$ cat config.mk
export PLATFORM = sky130hd
export DESIGN_NAME = link_negotiation_status
export DESIGN_NICKNAME = d
export VERILOG_FILES = /design/src/rtl/link_status_pkg.sv /design/src/rtl/link_negotiation_status.sv
export SDC_FILE = /design/constraint.sdc
export NUM_CORES = 1
export LEC_CHECK = 0
export ABC_AREA = 1
export BUFFER_PORTS_ARGS = -buffer_cell sky130_fd_sc_hd__buf_2
export CAP_MARGIN = 5
export CORE_MARGIN = 3
export CORE_UTILIZATION = 50
export CTS_BUF_LIST = sky130_fd_sc_hd__clkbuf_2
export DETAILED_ROUTE_END_ITERATION = 8
export PLACE_DENSITY_LB_ADDON = 0.1
export REMOVE_ABC_BUFFERS = 1
export SYNTH_ARGS = -nofsm -noshare
export SYNTH_HDL_FRONTEND = slang
export SYNTH_SLANG_ARGS = --single-unit
export TNS_END_PERCENT = 1
$ cat constraint.sdc
create_clock -name pclk -period 5.15 [get_ports pclk]
set_clock_uncertainty 0.2 [all_clocks]
set_input_delay 0.2575 -clock pclk [delete_from_list [all_inputs] [get_ports pclk]]
set_output_delay 0.2575 -clock pclk [all_outputs]
set_load 0.05 [all_outputs]
$ cat src/rtl/link_status_pkg.sv
package link_status_pkg;

    // Register indices; byte address is four times the index
    localparam logic [7:0] IDX_LINK_NEG_STATUS = 8'h11;
    localparam logic [7:0] IDX_INT_STATUS = 8'h20;
    localparam logic [7:0] IDX_INT_MASK = 8'h21;
    localparam logic [11:0] ADDR_LINK_NEG_STATUS = 12'h044;
    localparam logic [11:0] ADDR_INT_STATUS = 12'h080;
    localparam logic [11:0] ADDR_INT_MASK = 12'h084;

    // Status field positions
    localparam int POL_HI = 15;
    localparam int POL_LO = 12;
    localparam int BIT_PWRDN = 11;
    localparam int BIT_XOVER = 10;
    localparam int BIT_FIFO_ERR = 9;
    localparam int BIT_RSVD8 = 8;
    localparam int BIT_SHALLOW_LB = 7;
    localparam int BIT_DEEP_LB = 6;
    localparam int BIT_NC_ONLY = 5;
    localparam int SPD_HI = 4;
    localparam int SPD_LO = 3;
    localparam int BIT_LINK = 2;
    localparam int BIT_DUPLEX = 1;
    localparam int BIT_MASTER = 0;

    // Speed codes
    localparam logic [1:0] SPD_10 = 2'h0;
    localparam logic [1:0] SPD_100 = 2'h1;
    localparam logic [1:0] SPD_1000 = 2'h2;
    localparam logic [1:0] SPD_RSVD = 2'h3;

    // Interrupt status bits
    localparam int INT_BITS = 4;
    localparam int IRQ_LINK_CHG = 0;
    localparam int IRQ_FIFO_ERR = 1;
    localparam int IRQ_POL_CHG = 2;
    localparam int IRQ_SPD_CHG = 3;

    // Reset values
    localparam logic [15:0] STATUS_RST = 16'h0000;
    localparam logic [INT_BITS-1:0] MASK_RST = 4'h0;
    localparam logic [31:0] RDATA_ZERO = 32'h0000_0000;

endpackage

$ cat src/rtl/link_negotiation_status.sv
`timescale 1ns/1ps
`default_nettype none
// Notes on behaviour
// - Bits 15:12 show one reversed-polarity flag per pair A to D, 1 when reversed.
// - Reversed polarity is found and corrected inside, with no software action.
// - Bit 11 reads 1 while powered down; software writes it as 0.
// - Bit 10 reads 1 in crossover wiring and 0 in straight wiring.
// - Bit 9 is set by a transmit FIFO overflow or underrun, else reads 0.
// - The FIFO error flag is cleared whenever the link goes down.
// - Bit 7 reads 1 while shallow loopback is active.
// - Bit 6 reads 1 while deep loopback is active.
// - Bit 5 reads 1 when detecting only in non-compliant mode.
// - Bits 4:3 hold the speed as 10, 01 or 00, never 11.
// - Speed follows negotiation or manual setting and resets from the straps.
// - Bit 2 reads 1 while a good link is established.
// - Bit 1 reads 1 in full duplex and 0 in half duplex.
// - Bit 0 reads 1 while acting as master of gigabit timing.
// - Strap values change only when sampled at a reset, never by writes.
module link_negotiation_status
    import link_status_pkg::*;
(
    // Clock and reset
    input wire logic pclk,
    input wire logic presetn,
    // APB slave
    input wire logic psel,
    input wire logic penable,
    input wire logic pwrite,
    input wire logic [11:0] paddr,
    input wire logic [31:0] pwdata,
    input wire logic [3:0] pstrb,
    output logic [31:0] prdata,
    output logic pready,
    output logic pslverr,
    // Transceiver core state
    input wire logic [3:0] pair_polarity_raw,
    input wire logic power_down,
    input wire logic crossover_state,
    input wire logic tx_fifo_overflow,
    input wire logic tx_fifo_underrun,
    input wire logic shallow_loopback_en,
    input wire logic deep_loopback_en,
    input wire logic nc_only_detect,
    input wire logic autoneg_en,
    input wire logic autoneg_done,
    input wire logic [1:0] autoneg_speed,
    input wire logic [1:0] manual_speed,
    input wire logic link_good,
    input wire logic full_duplex,
    input wire logic gig_master,
    // Straps
    input wire logic [1:0] speed_strap,
    // Corrected pair polarity and interrupt
    output logic [3:0] pair_polarity_fix,
    output logic irq
);
    import link_status_pkg::*;

    ////////////////////////////////////////////////////////////////////////////////
    // Status register
    logic [15:0] status_r;
    logic [15:0] status_nxt;
    logic [1:0] speed_nxt;
    logic strap_pending_r;
    logic link_prev_r;
    logic link_fall;

    assign link_fall = link_prev_r & ~link_good;

    always_comb begin
        if (autoneg_en) begin
            speed_nxt = autoneg_done ? autoneg_speed : status_r[SPD_HI:SPD_LO];
        end else begin
            speed_nxt = manual_speed;
        end
        if (speed_nxt == SPD_RSVD) begin
            speed_nxt = status_r[SPD_HI:SPD_LO];
        end
        status_nxt = STATUS_RST;
        status_nxt[POL_HI:POL_LO] = pair_polarity_raw;
        status_nxt[BIT_PWRDN] = power_down;
        status_nxt[BIT_XOVER] = crossover_state;
        if (link_fall) begin
            status_nxt[BIT_FIFO_ERR] = 1'b0;
        end else begin
            status_nxt[BIT_FIFO_ERR] = status_r[BIT_FIFO_ERR] | tx_fifo_overflow
                | tx_fifo_underrun;
        end
        status_nxt[BIT_RSVD8] = 1'b0;
        status_nxt[BIT_SHALLOW_LB] = shallow_loopback_en;
        status_nxt[BIT_DEEP_LB] = deep_loopback_en;
        status_nxt[BIT_NC_ONLY] = nc_only_detect;
        status_nxt[SPD_HI:SPD_LO] = speed_nxt;
        status_nxt[BIT_LINK] = link_good;
        status_nxt[BIT_DUPLEX] = full_duplex;
        status_nxt[BIT_MASTER] = gig_master;
    end

    // Strap sampled on the first edge after reset release
    always_ff @(posedge pclk or negedge presetn) begin
        if (!presetn) begin
            status_r <= STATUS_RST;
            strap_pending_r <= 1'b1;
        end else if (strap_pending_r) begin
            status_r <= STATUS_RST;
            status_r[SPD_HI:SPD_LO] <= (speed_strap == SPD_RSVD) ? SPD_10 : speed_strap;
            strap_pending_r <= 1'b0;
        end else begin
            status_r <= status_nxt;
        end
    end

    always_ff @(posedge pclk or negedge presetn) begin
        if (!presetn) begin
            link_prev_r <= 1'b0;
        end else begin
            link_prev_r <= link_good;
        end
    end

    // Internal polarity correction
    always_ff @(posedge pclk or negedge presetn) begin
        if (!presetn) begin
            pair_polarity_fix <= 4'h0;
        end else begin
            pair_polarity_fix <= pair_polarity_raw;
        end
    end

    ////////////////////////////////////////////////////////////////////////////////
    // Interrupt events
    logic [INT_BITS-1:0] int_status_r;
    logic [INT_BITS-1:0] int_mask_r;
    logic [INT_BITS-1:0] event_vec;
    logic setup_ph;
    logic access_ph;
    logic rd_int;

    assign setup_ph = psel & ~penable;
    assign access_ph = psel & penable;
    assign rd_int = access_ph & ~pwrite & (paddr == ADDR_INT_STATUS);

    always_comb begin
        event_vec = '0;
        event_vec[IRQ_LINK_CHG] = ~strap_pending_r & (status_nxt[BIT_LINK] != status_r[BIT_LINK]);
        event_vec[IRQ_FIFO_ERR] = ~strap_pending_r & status_nxt[BIT_FIFO_ERR]
            & ~status_r[BIT_FIFO_ERR];
        event_vec[IRQ_POL_CHG] = ~strap_pending_r
            & (status_nxt[POL_HI:POL_LO] != status_r[POL_HI:POL_LO]);
        event_vec[IRQ_SPD_CHG] = ~strap_pending_r
            & (status_nxt[SPD_HI:SPD_LO] != status_r[SPD_HI:SPD_LO]);
    end

    // Read clears; a new event in the same cycle wins
    genvar gi;
    generate
        for (gi = 0; gi < INT_BITS; gi++) begin : g_int
            always_ff @(posedge pclk or negedge presetn) begin
                if (!presetn) begin
                    int_status_r[gi] <= 1'b0;
                end else if (event_vec[gi]) begin
                    int_status_r[gi] <= 1'b1;
                end else if (rd_int) begin
                    int_status_r[gi] <= 1'b0;
                end
            end
        end
    endgenerate

    always_ff @(posedge pclk or negedge presetn) begin
        if (!presetn) begin
            int_mask_r <= MASK_RST;
        end else if (access_ph && pwrite && paddr == ADDR_INT_MASK && pstrb[0]) begin
            int_mask_r <= pwdata[INT_BITS-1:0];
        end
    end

    always_ff @(posedge pclk or negedge presetn) begin
        if (!presetn) begin
            irq <= 1'b0;
        end else begin
            irq <= |(int_status_r & int_mask_r);
        end
    end

    ////////////////////////////////////////////////////////////////////////////////
    // APB slave: no wait states, data registered in setup
    always_ff @(posedge pclk or negedge presetn) begin
        if (!presetn) begin
            pready <= 1'b0;
        end else begin
            pready <= setup_ph;
        end
    end

    always_ff @(posedge pclk or negedge presetn) begin
        if (!presetn) begin
            prdata <= RDATA_ZERO;
            pslverr <= 1'b0;
        end else if (setup_ph) begin
            prdata <= RDATA_ZERO;
            pslverr <= 1'b0;
            case (paddr)
                ADDR_LINK_NEG_STATUS: begin
                    if (!pwrite) begin
                        prdata[15:0] <= status_r;
                    end
                end
                ADDR_INT_STATUS: begin
                    if (!pwrite) begin
                        prdata[INT_BITS-1:0] <= int_status_r | event_vec;
                    end
                end
                ADDR_INT_MASK: begin
                    if (!pwrite) begin
                        prdata[INT_BITS-1:0] <= int_mask_r;
                    end
                end
                default: begin
                    pslverr <= 1'b1;
                end
            endcase
        end else begin
            pslverr <= 1'b0;
        end
    end

    ////////////////////////////////////////////////////////////////////////////////
    // Checks
    property p_fifo_clr;
        @(posedge pclk) disable iff (!presetn)
        (link_fall && !strap_pending_r) |=> !status_r[BIT_FIFO_ERR];
    endproperty
    a_fifo_clr: assert property (p_fifo_clr) else $error("fifo error not cleared");

    property p_fifo_set;
        @(posedge pclk) disable iff (!presetn)
        (tx_fifo_overflow && !link_fall && !strap_pending_r) |=> status_r[BIT_FIFO_ERR];
    endproperty
    a_fifo_set: assert property (p_fifo_set) else $error("fifo error not set");

    property p_spd_legal;
        @(posedge pclk) disable iff (!presetn)
        status_r[SPD_HI:SPD_LO] != SPD_RSVD;
    endproperty
    a_spd_legal: assert property (p_spd_legal) else $error("reserved speed code");

    property p_link;
        @(posedge pclk) disable iff (!presetn)
        !strap_pending_r |=> status_r[BIT_LINK] == $past(link_good);
    endproperty
    a_link: assert property (p_link) else $error("link bit mismatch");

    property p_pol;
        @(posedge pclk) disable iff (!presetn)
        !strap_pending_r |=> status_r[POL_HI:POL_LO] == $past(pair_polarity_raw);
    endproperty
    a_pol: assert property (p_pol) else $error("polarity mismatch");

    property p_rsvd;
        @(posedge pclk) disable iff (!presetn)
        !status_r[BIT_RSVD8];
    endproperty
    a_rsvd: assert property (p_rsvd) else $error("bit 8 set");

    property p_ro;
        @(posedge pclk) disable iff (!presetn)
        (access_ph && pwrite && paddr == ADDR_LINK_NEG_STATUS && !strap_pending_r)
            |=> status_r == $past(status_nxt);
    endproperty
    a_ro: assert property (p_ro) else $error("write altered status");

    property p_manual_spd;
        @(posedge pclk) disable iff (!presetn)
        (!autoneg_en && manual_speed != SPD_RSVD && !strap_pending_r)
            |=> status_r[SPD_HI:SPD_LO] == $past(manual_speed);
    endproperty
    a_manual_spd: assert property (p_manual_spd) else $error("manual speed lost");

    property p_xover;
        @(posedge pclk) disable iff (!presetn)
        !strap_pending_r |=> status_r[BIT_XOVER] == $past(crossover_state);
    endproperty
    a_xover: assert property (p_xover) else $error("crossover mismatch");

    property p_pwrdn;
        @(posedge pclk) disable iff (!presetn)
        !strap_pending_r |=> status_r[BIT_PWRDN] == $past(power_down);
    endproperty
    a_pwrdn: assert property (p_pwrdn) else $error("power down mismatch");

    property p_shallow;
        @(posedge pclk) disable iff (!presetn)
        !strap_pending_r |=> status_r[BIT_SHALLOW_LB] == $past(shallow_loopback_en);
    endproperty
    a_shallow: assert property (p_shallow) else $error("shallow loopback mismatch");

    property p_deep;
        @(posedge pclk) disable iff (!presetn)
        !strap_pending_r |=> status_r[BIT_DEEP_LB] == $past(deep_loopback_en);
    endproperty
    a_deep: assert property (p_deep) else $error("deep loopback mismatch");

    property p_nc_only;
        @(posedge pclk) disable iff (!presetn)
        !strap_pending_r |=> status_r[BIT_NC_ONLY] == $past(nc_only_detect);
    endproperty
    a_nc_only: assert property (p_nc_only) else $error("non compliant mismatch");

    property p_duplex;
        @(posedge pclk) disable iff (!presetn)
        !strap_pending_r |=> status_r[BIT_DUPLEX] == $past(full_duplex);
    endproperty
    a_duplex: assert property (p_duplex) else $error("duplex mismatch");

    property p_master;
        @(posedge pclk) disable iff (!presetn)
        !strap_pending_r |=> status_r[BIT_MASTER] == $past(gig_master);
    endproperty
    a_master: assert property (p_master) else $error("master bit mismatch");

    property p_pol_fix;
        @(posedge pclk) disable iff (!presetn)
        !strap_pending_r |=> pair_polarity_fix == $past(pair_polarity_raw);
    endproperty
    a_pol_fix: assert property (p_pol_fix) else $error("polarity not corrected");

    property p_fifo_under;
        @(posedge pclk) disable iff (!presetn)
        (tx_fifo_underrun && !link_fall && !strap_pending_r) |=> status_r[BIT_FIFO_ERR];
    endproperty
    a_fifo_under: assert property (p_fifo_under) else $error("fifo underrun not set");

    property p_fifo_hold;
        @(posedge pclk) disable iff (!presetn)
        (!tx_fifo_overflow && !tx_fifo_underrun && !link_fall && !strap_pending_r)
            |=> $stable(status_r[BIT_FIFO_ERR]);
    endproperty
    a_fifo_hold: assert property (p_fifo_hold) else $error("fifo error changed");

    property p_auto_spd;
        @(posedge pclk) disable iff (!presetn)
        (autoneg_en && autoneg_done && autoneg_speed != SPD_RSVD && !strap_pending_r)
            |=> status_r[SPD_HI:SPD_LO] == $past(autoneg_speed);
    endproperty
    a_auto_spd: assert property (p_auto_spd) else $error("negotiated speed lost");

    property p_spd_hold;
        @(posedge pclk) disable iff (!presetn)
        (autoneg_en && !autoneg_done && !strap_pending_r)
            |=> $stable(status_r[SPD_HI:SPD_LO]);
    endproperty
    a_spd_hold: assert property (p_spd_hold) else $error("speed moved");

    property p_strap_load;
        @(posedge pclk) disable iff (!presetn)
        (strap_pending_r && presetn)
            |=> status_r[SPD_HI:SPD_LO]
                == (($past(speed_strap) == SPD_RSVD) ? SPD_10 : $past(speed_strap));
    endproperty
    a_strap_load: assert property (p_strap_load) else $error("strap speed wrong");

    property p_rst_zero;
        @(posedge pclk) disable iff (!presetn)
        (strap_pending_r && presetn)
            |=> status_r[POL_HI:SPD_HI+1] == 11'h000 && status_r[BIT_LINK:BIT_MASTER] == 3'h0;
    endproperty
    a_rst_zero: assert property (p_rst_zero) else $error("status not zero after reset");

    property p_rd_status;
        @(posedge pclk) disable iff (!presetn)
        (setup_ph && !pwrite && paddr == ADDR_LINK_NEG_STATUS)
            |=> prdata == {16'h0000, $past(status_r)};
    endproperty
    a_rd_status: assert property (p_rd_status) else $error("status read data wrong");

endmodule
`default_nettype wire

; Yosys cells after proc, flatten, opt, wreduce, memory -nomap -nowiden
; Index checks and enable logic that the tools add are counted.
[word_totals]
reg_bits = 49
latch_bits = 0
mem_bits_rw = 0
rom_bits = 0
word_cells = 67
n_memories = 0
[classes]
add_sub_neg = 0
n_mul = 0
div_mod_pow = 0
n_lt_le_gt_ge = 0
eq_ne = 8
shift = 0
n_mux = 18
bitwise_logic = 19
reduce_logical = 9
[op_table]
columns = cell, n
row1 = $mux W16, 2
row2 = $eq A12 B8 Y1 const B, 2
row3 = $eq A12 B7 Y1 const B, 1
row4 = $mux W12, 1
row5 = $pmux W4 S3, 1
row6 = $and A1 B1 Y1, 10
row7 = $mux W1, 8
row8 = $mux W2, 4
row9 = $mux W4, 2
row10 = $reduce_bool A2 Y1, 4
row11 = $not A1 Y1, 5
row12 = $and A4 B4 Y4, 1
row13 = $eq A2 B2 Y1 const B, 2
row14 = $ne A4 B4 Y1, 1
row15 = $or A4 B4 Y4, 1
row16 = $reduce_or A4 Y1, 1
row17 = $logic_and A1 B1 Y1, 3
row18 = $reduce_or A3 Y1, 1
row19 = $ne A2 B2 Y1, 1
row20 = $or A1 B1 Y1, 2
row21 = $ne A1 B1 Y1, 1

; Depth between registers and ports, before layout
; Gate-level depths: netlist (run 1).
[logic_depth]
depth_word = 9
mapped_depth = 11
depth_no_buf = 11

; Least setup slack after synthesis (run 1)
; OpenSTA, ideal clock, no wires.
[synth_timing]
kind = register to register
start = register strap_pending_r
end = register prdata[0]
setup_time_ns = 0.118
arrival_time_ns = 1.297
required_time_ns = 4.832
slack_ns = 3.536
path_stages_with_launch = 10
cell_sequence = dfstp_2 buf_2 inv_1 nand2_1 nor2_1 or2_2 nand2_1 nand3_1 nand2_1 nand2_1
[synth_between]
elab_chain_len = 5
[synth_rtl]
columns = element, line
row1 = start: declaration, link_negotiation_status.sv:64  ; logic strap_pending_r;
row2 = start signal: assignment, link_negotiation_status.sv:103  ; strap_pending_r <= 1'b1;
row3 = start signal: assignment, link_negotiation_status.sv:107  ; strap_pending_r <= 1'b0;
row4 = $not A1 Y1, link_negotiation_status.sv:145  ; event_vec[IRQ_LINK_CHG] = ~strap_pending_r & (status_nxt[BIT_LINK] != status_r[BIT_LINK]);
row5 = $and A1 B1 Y1, link_negotiation_status.sv:145
row6 = $or A4 B4 Y4, link_negotiation_status.sv:211  ; prdata[INT_BITS-1:0] <= int_status_r | event_vec;
row7 = $mux W4, link_negotiation_status.sv:210  ; if (!pwrite) begin
row8 = $pmux W4 S3, link_negotiation_status.sv:203  ; case (paddr)
row9 = end signal: assignment, link_negotiation_status.sv:206  ; prdata[15:0] <= status_r;
row10 = end signal: indexed assignment, link_negotiation_status.sv:211
row11 = end signal: indexed assignment, link_negotiation_status.sv:216  ; prdata[INT_BITS-1:0] <= int_mask_r;
row12 = end: declaration, link_negotiation_status.sv:32  ; output logic [31:0] prdata,
; No other way between the ends.
; A chain may end at the register's enable or synchronous reset.

; Worst setup path after layout (run 1)
; Same ends and word-level chain as after synthesis.

==> results of run 1 <==
==> metal layers <==
layer / global-route usage, % / vias to the layer above / routed length [microns]
li1: - / 953 / -
met1: 26.4 / 842 / 2090
met2: 31.3 / 59 / 2300
met3: 3.44 / 4 / 281
met4: 4.92 / 0 / 35
met5: 0 / - / 0
==> critical path, cell delays in order, from the launching register on <==
cell and delay [ps]:
dfstp_2 800, inv_1 140, nand2_1 90, nor2_1 50, or2_2 290, nand2_1 70
nand3_1 80, nand2_1 80, nand2_1 50
==> sequential cells by signal, indices dropped and copies added (netlist names) <==
register           count
pslverr                1
pair_polarity_fix      4
link_prev_r            1
int_mask_r             4
int_status_r           4
prdata                15
irq                    1
pready                 1
status_r              15
strap_pending_r        1
==> cell type report <==
class	count	area share, %
Timing Repair Buffer	91	20.4
Tap cell	50	2.18
Inverter	37	4.85
Clock inverter	3	1.48
Clock buffer	5	0.873
Multi-Input combinational cell	171	29.1
Sequential cell	47	41.1
==> where the power goes <==
group          internal, uW  switching [uW]
sequential              380            6.60
clock                  82.5             121
combinational          39.2            75.7
==> synth_stat cells <==
library cell | instances | area share (%)
mux2_2 | 4 | 2.0
xor2_1 | 1 | 0.39
buf_2 | 1 | 0.22
nor2_1 | 23 | 3.9
o31ai_1 | 1 | 0.34
nor2_2 | 3 | 0.84
o21a_1 | 1 | 0.34
xnor2_1 | 3 | 1.2
conb_1 | 1 | 0.17
o32ai_1 | 1 | 0.39
or2_1 | 1 | 0.28
buf_4 | 17 | 5.7
buf_1 | 1 | 0.17
nand2_2 | 3 | 0.84
a21oi_1 | 4 | 0.90
nor3_1 | 2 | 0.45
nor2_4 | 3 | 1.5
inv_2 | 2 | 0.34
dfrtp_1 | 46 | 52
o31ai_2 | 1 | 0.56
o21ai_1 | 1 | 0.22
o21ai_0 | 13 | 2.9
or2_2 | 2 | 0.56
nand2_1 | 68 | 11
dfstp_2 | 1 | 1.2
clkbuf_1 | 2 | 0.34
inv_1 | 35 | 5.9
nand3_2 | 2 | 0.90
o21ai_2 | 1 | 0.39
nand4_1 | 2 | 0.56
nor3_4 | 1 | 0.73
nand3_1 | 12 | 2.7
==> worst max path at each step <==
stage / start / endpoint / slack, ps
5_1_grt: strap_pending_r / prdata[0] / 3070
4_1_cts: strap_pending_r / prdata[0] / 3230
2_1_floorplan: strap_pending_r / prdata[0] / 3500
6_report: strap_pending_r / prdata[0] / 3220
3_5_place_dp: strap_pending_r / prdata[0] / 3280
3_3_place_gp: strap_pending_r / prdata[0] / 3290
==> metrics by stage <==
step           instances  utilization (%)  total power [uW]  hold slack, ps  worst slack [ps]
2_1_floorplan        255                -               457            -238              3500
6_report             404             69.1               705            65.4              3220
5_1_grt              404             69.1               740            73.1              3070
3_3_place_gp         370             61.2               491             206              3290
4_1_cts              404             69.1               708            61.2              3230
3_5_place_dp         370             61.2               492             205              3280
==> cells by family (layout without fill, tap and decap cells) <==
family	after synthesis	in the layout	share of synthesized area, %
AO/OA/AOI/OAI	23	23	6.06
XOR/XNOR	4	4	1.57
buffers and inverters	58	136	12.7
flip-flops	47	47	52.8
multiplexers	4	4	2.02
other	1	18	0.168
AND/OR/NAND/NOR	122	122	24.7
==> metrics.txt, run 1 <==
Final Slew Violations 0; post-route ant nets 0; Hold Buf Count CTS 26; # port buffers 65; nets 428; post-synth cell types 32; largest net degree at the start of global routing 48; Worst setup SP type register; Final Setup Violations 0; Clock Path Buffers 2; Cells on Worst Hold Path 5; clock sink total 47; Setup crit end kind register; Mapped Cells 259; crit-path max FO 18; All-Layer GR Usage 19.1%; wire per inst 11.6 microns; yosys warns 0; synthesized cell area 2230 sq um; sequential element share of the synthesized area 52.8%; Slew @ Worst Pin 1020 ps; Worst-path clk slew 250 ps; ratio of cells with drive above 1 in the final layout 26.8%; finished layout cell area 2870 sq um; total wire length 4700 microns; peak supply drop 0.129 mV; Mapped Avg Cell Area 8.61 sq um; Die ar. 5300 sq um; vias per cell 4.60; number of diodes 0; hold crit path type input port to register; drt drc 0; area grow syn2layout 28.5%; max frequency 518 MHz; r2r setup slk 3220 ps; Congestion Overflow GR 0; WS Path Type register to register; most frequent cells in the layout nand2_1 (68), buf_2 (65), dfrtp_1 (46), inv_1 (35), dlygate4sd3_1 (26); I/O pin count 114; Register Area 1180 sq um; first-pass GRT wire length 7860 microns; Yosys reg bits 47; worst r2r path cells 8; number of global-route vias before repair 1,747; Rel. slew slack 31.7%; most common cell after layout, fill and taps aside nand2_1; clk_lat worst skew 420 ps; Hold Path Origin paddr[1]; Worst EP arrival 2070 ps; minimum clock period 1930 ps; antenna violations before repair 0; clock root buffer clkbuf_2; Req. time, crit path 5290 ps; total CTS buffers 5; die width 72.8 microns; MaxCap Viol Count 0; status finished, final reports clean; post-cts sizing count 0; Reg2Reg Capture Point prdata[0]; final worst path period share 37.5%; leakage 0.00158 uW; footprint of the multi-input gates 833 sq um; GPL Wtd Cong 0.778; R2R Path Start strap_pending_r; power density cells 246 nW/um^2; Initial Utilization 53.8%; Core ar. 4140 sq um; Pre-antenna DRT Iters 4; via count 1,858; setup TNS 0 ps; FILL cells 354; Row Count 23; Final Hold Viols 0; RSZ-0062 raised after global routing no; H-tree level count 2; post-CTS setup buffer count 0; Hold EP pslverr; placed inst area 2540 sq um; TritonCTS clock tree done; DR iter-0 viols 98; die height 72.8 microns; DP HPWL 3290 microns
No activity file was read; power rests on OpenSTA's default activity.
==> inputs of run 2 (changes only) <==
--- a/config.mk
+++ b/config.mk
@@ -9,7 +9,7 @@
 export BUFFER_PORTS_ARGS = -buffer_cell sky130_fd_sc_hd__buf_2
 export CAP_MARGIN = 5
 export CORE_MARGIN = 3
-export CORE_UTILIZATION = 50
+export CORE_UTILIZATION = 47
 export CTS_BUF_LIST = sky130_fd_sc_hd__clkbuf_2
 export DETAILED_ROUTE_END_ITERATION = 8
 export PLACE_DENSITY_LB_ADDON = 0.1
==> constraint.sdc (replaced) <==
create_clock -name pclk -period 1.9 [get_ports pclk]
set_clock_uncertainty 0.2 [all_clocks]
set_input_delay 0.095 -clock pclk [delete_from_list [all_inputs] [get_ports pclk]]
set_output_delay 0.095 -clock pclk [all_outputs]
set_load 0.05 [all_outputs]
==> run 2 against run 1 <==
Routed wire length up 2.8%. Combinational power rose to 2.8 times the previous value. Global-route usage down 0.18 points. Final cell count up 5.4%. First-iteration DRC count down 16%. Final area up 5.7%. Flip-flop and latch count unchanged. Critical path depth down 1. Clock power up 95%. Worst setup slack worse by 3200 ps. Sequential power rose to 2.7 times the previous value. Clock-buffer cell count up 3. Critical path type is now input port to register. Critical endpoint is now int_mask_r[2]. Largest cell class unchanged.
==> metrics.txt, run 2 (synthesized netlist as in run 1, its figures left out) <==
status finished, final reports clean; most common cell after layout, fill and taps aside nand2_1; Hold Path Origin paddr[1]; WS Path Type input port to register; critical-path cell list dlygate4sd3_1 > buf_2 > nand2_1 > nor2_1 > nand3_2 > mux2_2 > dlygate4sd3_1; antenna violations before repair 0 (unchanged); combinational cell fraction of total power 18.5% (+2.2 points); CP max-delay cell dlygate4sd3_1; Row Count 24 (+4.3%); Req. time, crit path 1990 ps (-3300 ps); most frequent cells in the layout nand2_1 (68), buf_2 (65), dfrtp_1 (46), dlygate4sd3_1 (41), inv_1 (35); minimum clock period 1860 ps; Seq pwr share 59.0% (+4.2 points); TritonCTS clock tree done; clock root buffer clkbuf_2; Rel. slew slack 61.6% (+30 points); final worst path period share 97.9%; vias per cell 4.51 (-1.9%); GPL Wtd Cong 0.819 (+5.3%); All-Layer GR Usage 18.9% (-0.18 points); clock sink total 47 (unchanged); Clock Path Buffers 2 (unchanged); peak supply drop 0.324 mV (+150%); Worst-path clk slew 230 ps (-20 ps); internal power 1250 uW (+150%); via count 1,922 (+3.4%); clock power share 22.5% (-6.4 points); R2R Path Start strap_pending_r; first-pass GRT wire length 8080 microns (+2.8%); hold crit path type input port to register; ratio of cells with drive above 1 in the final layout 27.0% (+0.17 points); biggest regs prdata (15), status_r (15); Die ar. 5610 sq um (+5.9%); Bufs and invs on worst path 3 (+2); clk_lat worst skew 390 ps (-30 ps); Reg2Reg Capture Point status_r[3]; number of global-route vias before repair 1,872 (+7.2%); Top Family by Delay on Critical Path buffers and inverters; RSZ-0062 raised after global routing no; die height 74.9 microns (+2.9%); number of diodes 0 (unchanged); Final Slew Violations 0 (unchanged); Hold EP prdata[1]; total wire length 4830 microns (+2.8%); Initial Utilization 49.8% (-4.0 points); wire per inst 11.3 microns (-2.5%); setup TNS 0 ps (unchanged); Final Hold Viols 0 (unchanged); DR iter-0 viols 82 (-16%); leakage 0.00166 uW (+4.9%); MaxCap Viol Count 0 (unchanged); # port buffers 65 (unchanged); r2r setup slk 130 ps (-3090 ps); Worst path depth 7 (-1); worst r2r path cells 4 (-4); Pre-antenna DRT Iters 4 (unchanged); Worst setup SP type input port; crit-path max FO 4 (-14); Cells on Worst Hold Path 8 (+3); Congestion Overflow GR 0 (unchanged); Final Setup Violations 0 (unchanged); nets 448 (+4.7%); max frequency 537 MHz; power density cells 584 nW/um^2 (+140%); drt drc 0 (unchanged); Post-Place Cells 376 (+1.6%); area grow syn2layout 35.8%; CP most frequent cell dlygate4sd3_1; die width 74.9 microns (+2.9%); post-cts sizing count 0 (unchanged); H-tree level count 2 (unchanged); Switching Share 29.0% (+0.17 points); largest net degree at the start of global routing 48 (unchanged); crit-path max cell delay 560 ps (-240 ps); post-route ant nets 0 (unchanged); I/O pin count 114 (unchanged); Core ar. 4470 sq um (+8.0%); NetSw 513 uW (+150%); Worst EP arrival 1950 ps (-120 ps); Setup crit end kind register; DP HPWL 3340 microns (+1.7%); non-filler cells, final 426 (+5.4%); Slew @ Worst Pin 576 ps (-449 ps); total CTS buffers 5 (unchanged)
[run 2: cell types whose count changed in the layout (fill, tap and decap cells not counted), sizes merged]
| cell | delta |
|---|---|
| dlygate4sd3 | +15 |
| buf | +5 |
| clkbuf | +3 |
| bufinv | -1 |
| clkinv | -1 |
| inv | -1 |
[run 2: per-layer routing]
| layer | wire length, microns | vias up | track usage (%) | part of all wire, % |
|---|---|---|---|---|
| li1 | - | 990 | - | - |
| met1 | 2060 | 870 | 23.3 | 43 |
| met2 | 2480 | 60 | 33.4 | 51 |
| met3 | 267 | 2 | 4.54 | 5.5 |
| met4 | 24 | 0 | 4.74 | 0.50 |
| met5 | 0 | - | 0 | 0 |
[run 2: area by class of cell]
type,count,area (sq um)
Inverter,37,139
Clock buffer,8,40.0
Timing Repair Buffer,111,773
Multi-Input combinational cell,171,833
Fill cell,390,1450
Sequential cell,47,1180
Tap cell,52,65.1
[run 2: power by group through the flow]
stage / combinational [uW] / sequential, uW / clock [uW]
2_1_floorplan: 152 / 1090 / 0
3_3_place_gp: 276 / 1060 / 0
3_5_place_dp: 280 / 1060 / 0
4_1_cts: 328 / 1040 / 422
5_1_grt: 361 / 1050 / 467
6_report: 327 / 1040 / 398
[run 2: through the flow]
stage          cell area (sq um)  total power (uW)  hold WS (ps)  utilization [%]  setup slack, ps
3_5_place_dp                2570              1340          20.0             57.4              324
3_3_place_gp                2570              1340          16.0             57.4              328
5_1_grt                     3030              1880          15.7             67.7             5.17
6_report                    3030              1770          42.7             67.7             39.5
2_1_floorplan               2150              1240          -401                -              251
4_1_cts                     3020              1790         0.913             67.5             65.5
[run 2: what timing repair did]
action,4_1_cts,5_1_grt
setup endpoints to repair,0,1
hold buffers,41,0
endpoints found under the hold margin,92,0
setup buffers,0,1
[run 2: worst max-delay path by stage]
| stage | from | to |
|---|---|---|
| final | pwrite | int_mask_r[2] |
| after global placement | strap_pending_r | prdata[0] |
| after global routing | psel | prdata[6] |
| after detailed placement | paddr[3] | prdata[1] |
| after CTS | paddr[9] | prdata[1] |
| after floorplan | strap_pending_r | prdata[0] |
[run 2: worst reg2reg max path, cell delays in order (launching register included)]
cell and delay, ps:
dfstp_2 590, buf_4 150, a21oi_1 70, nor3_1 170, dlygate4sd3_1 560
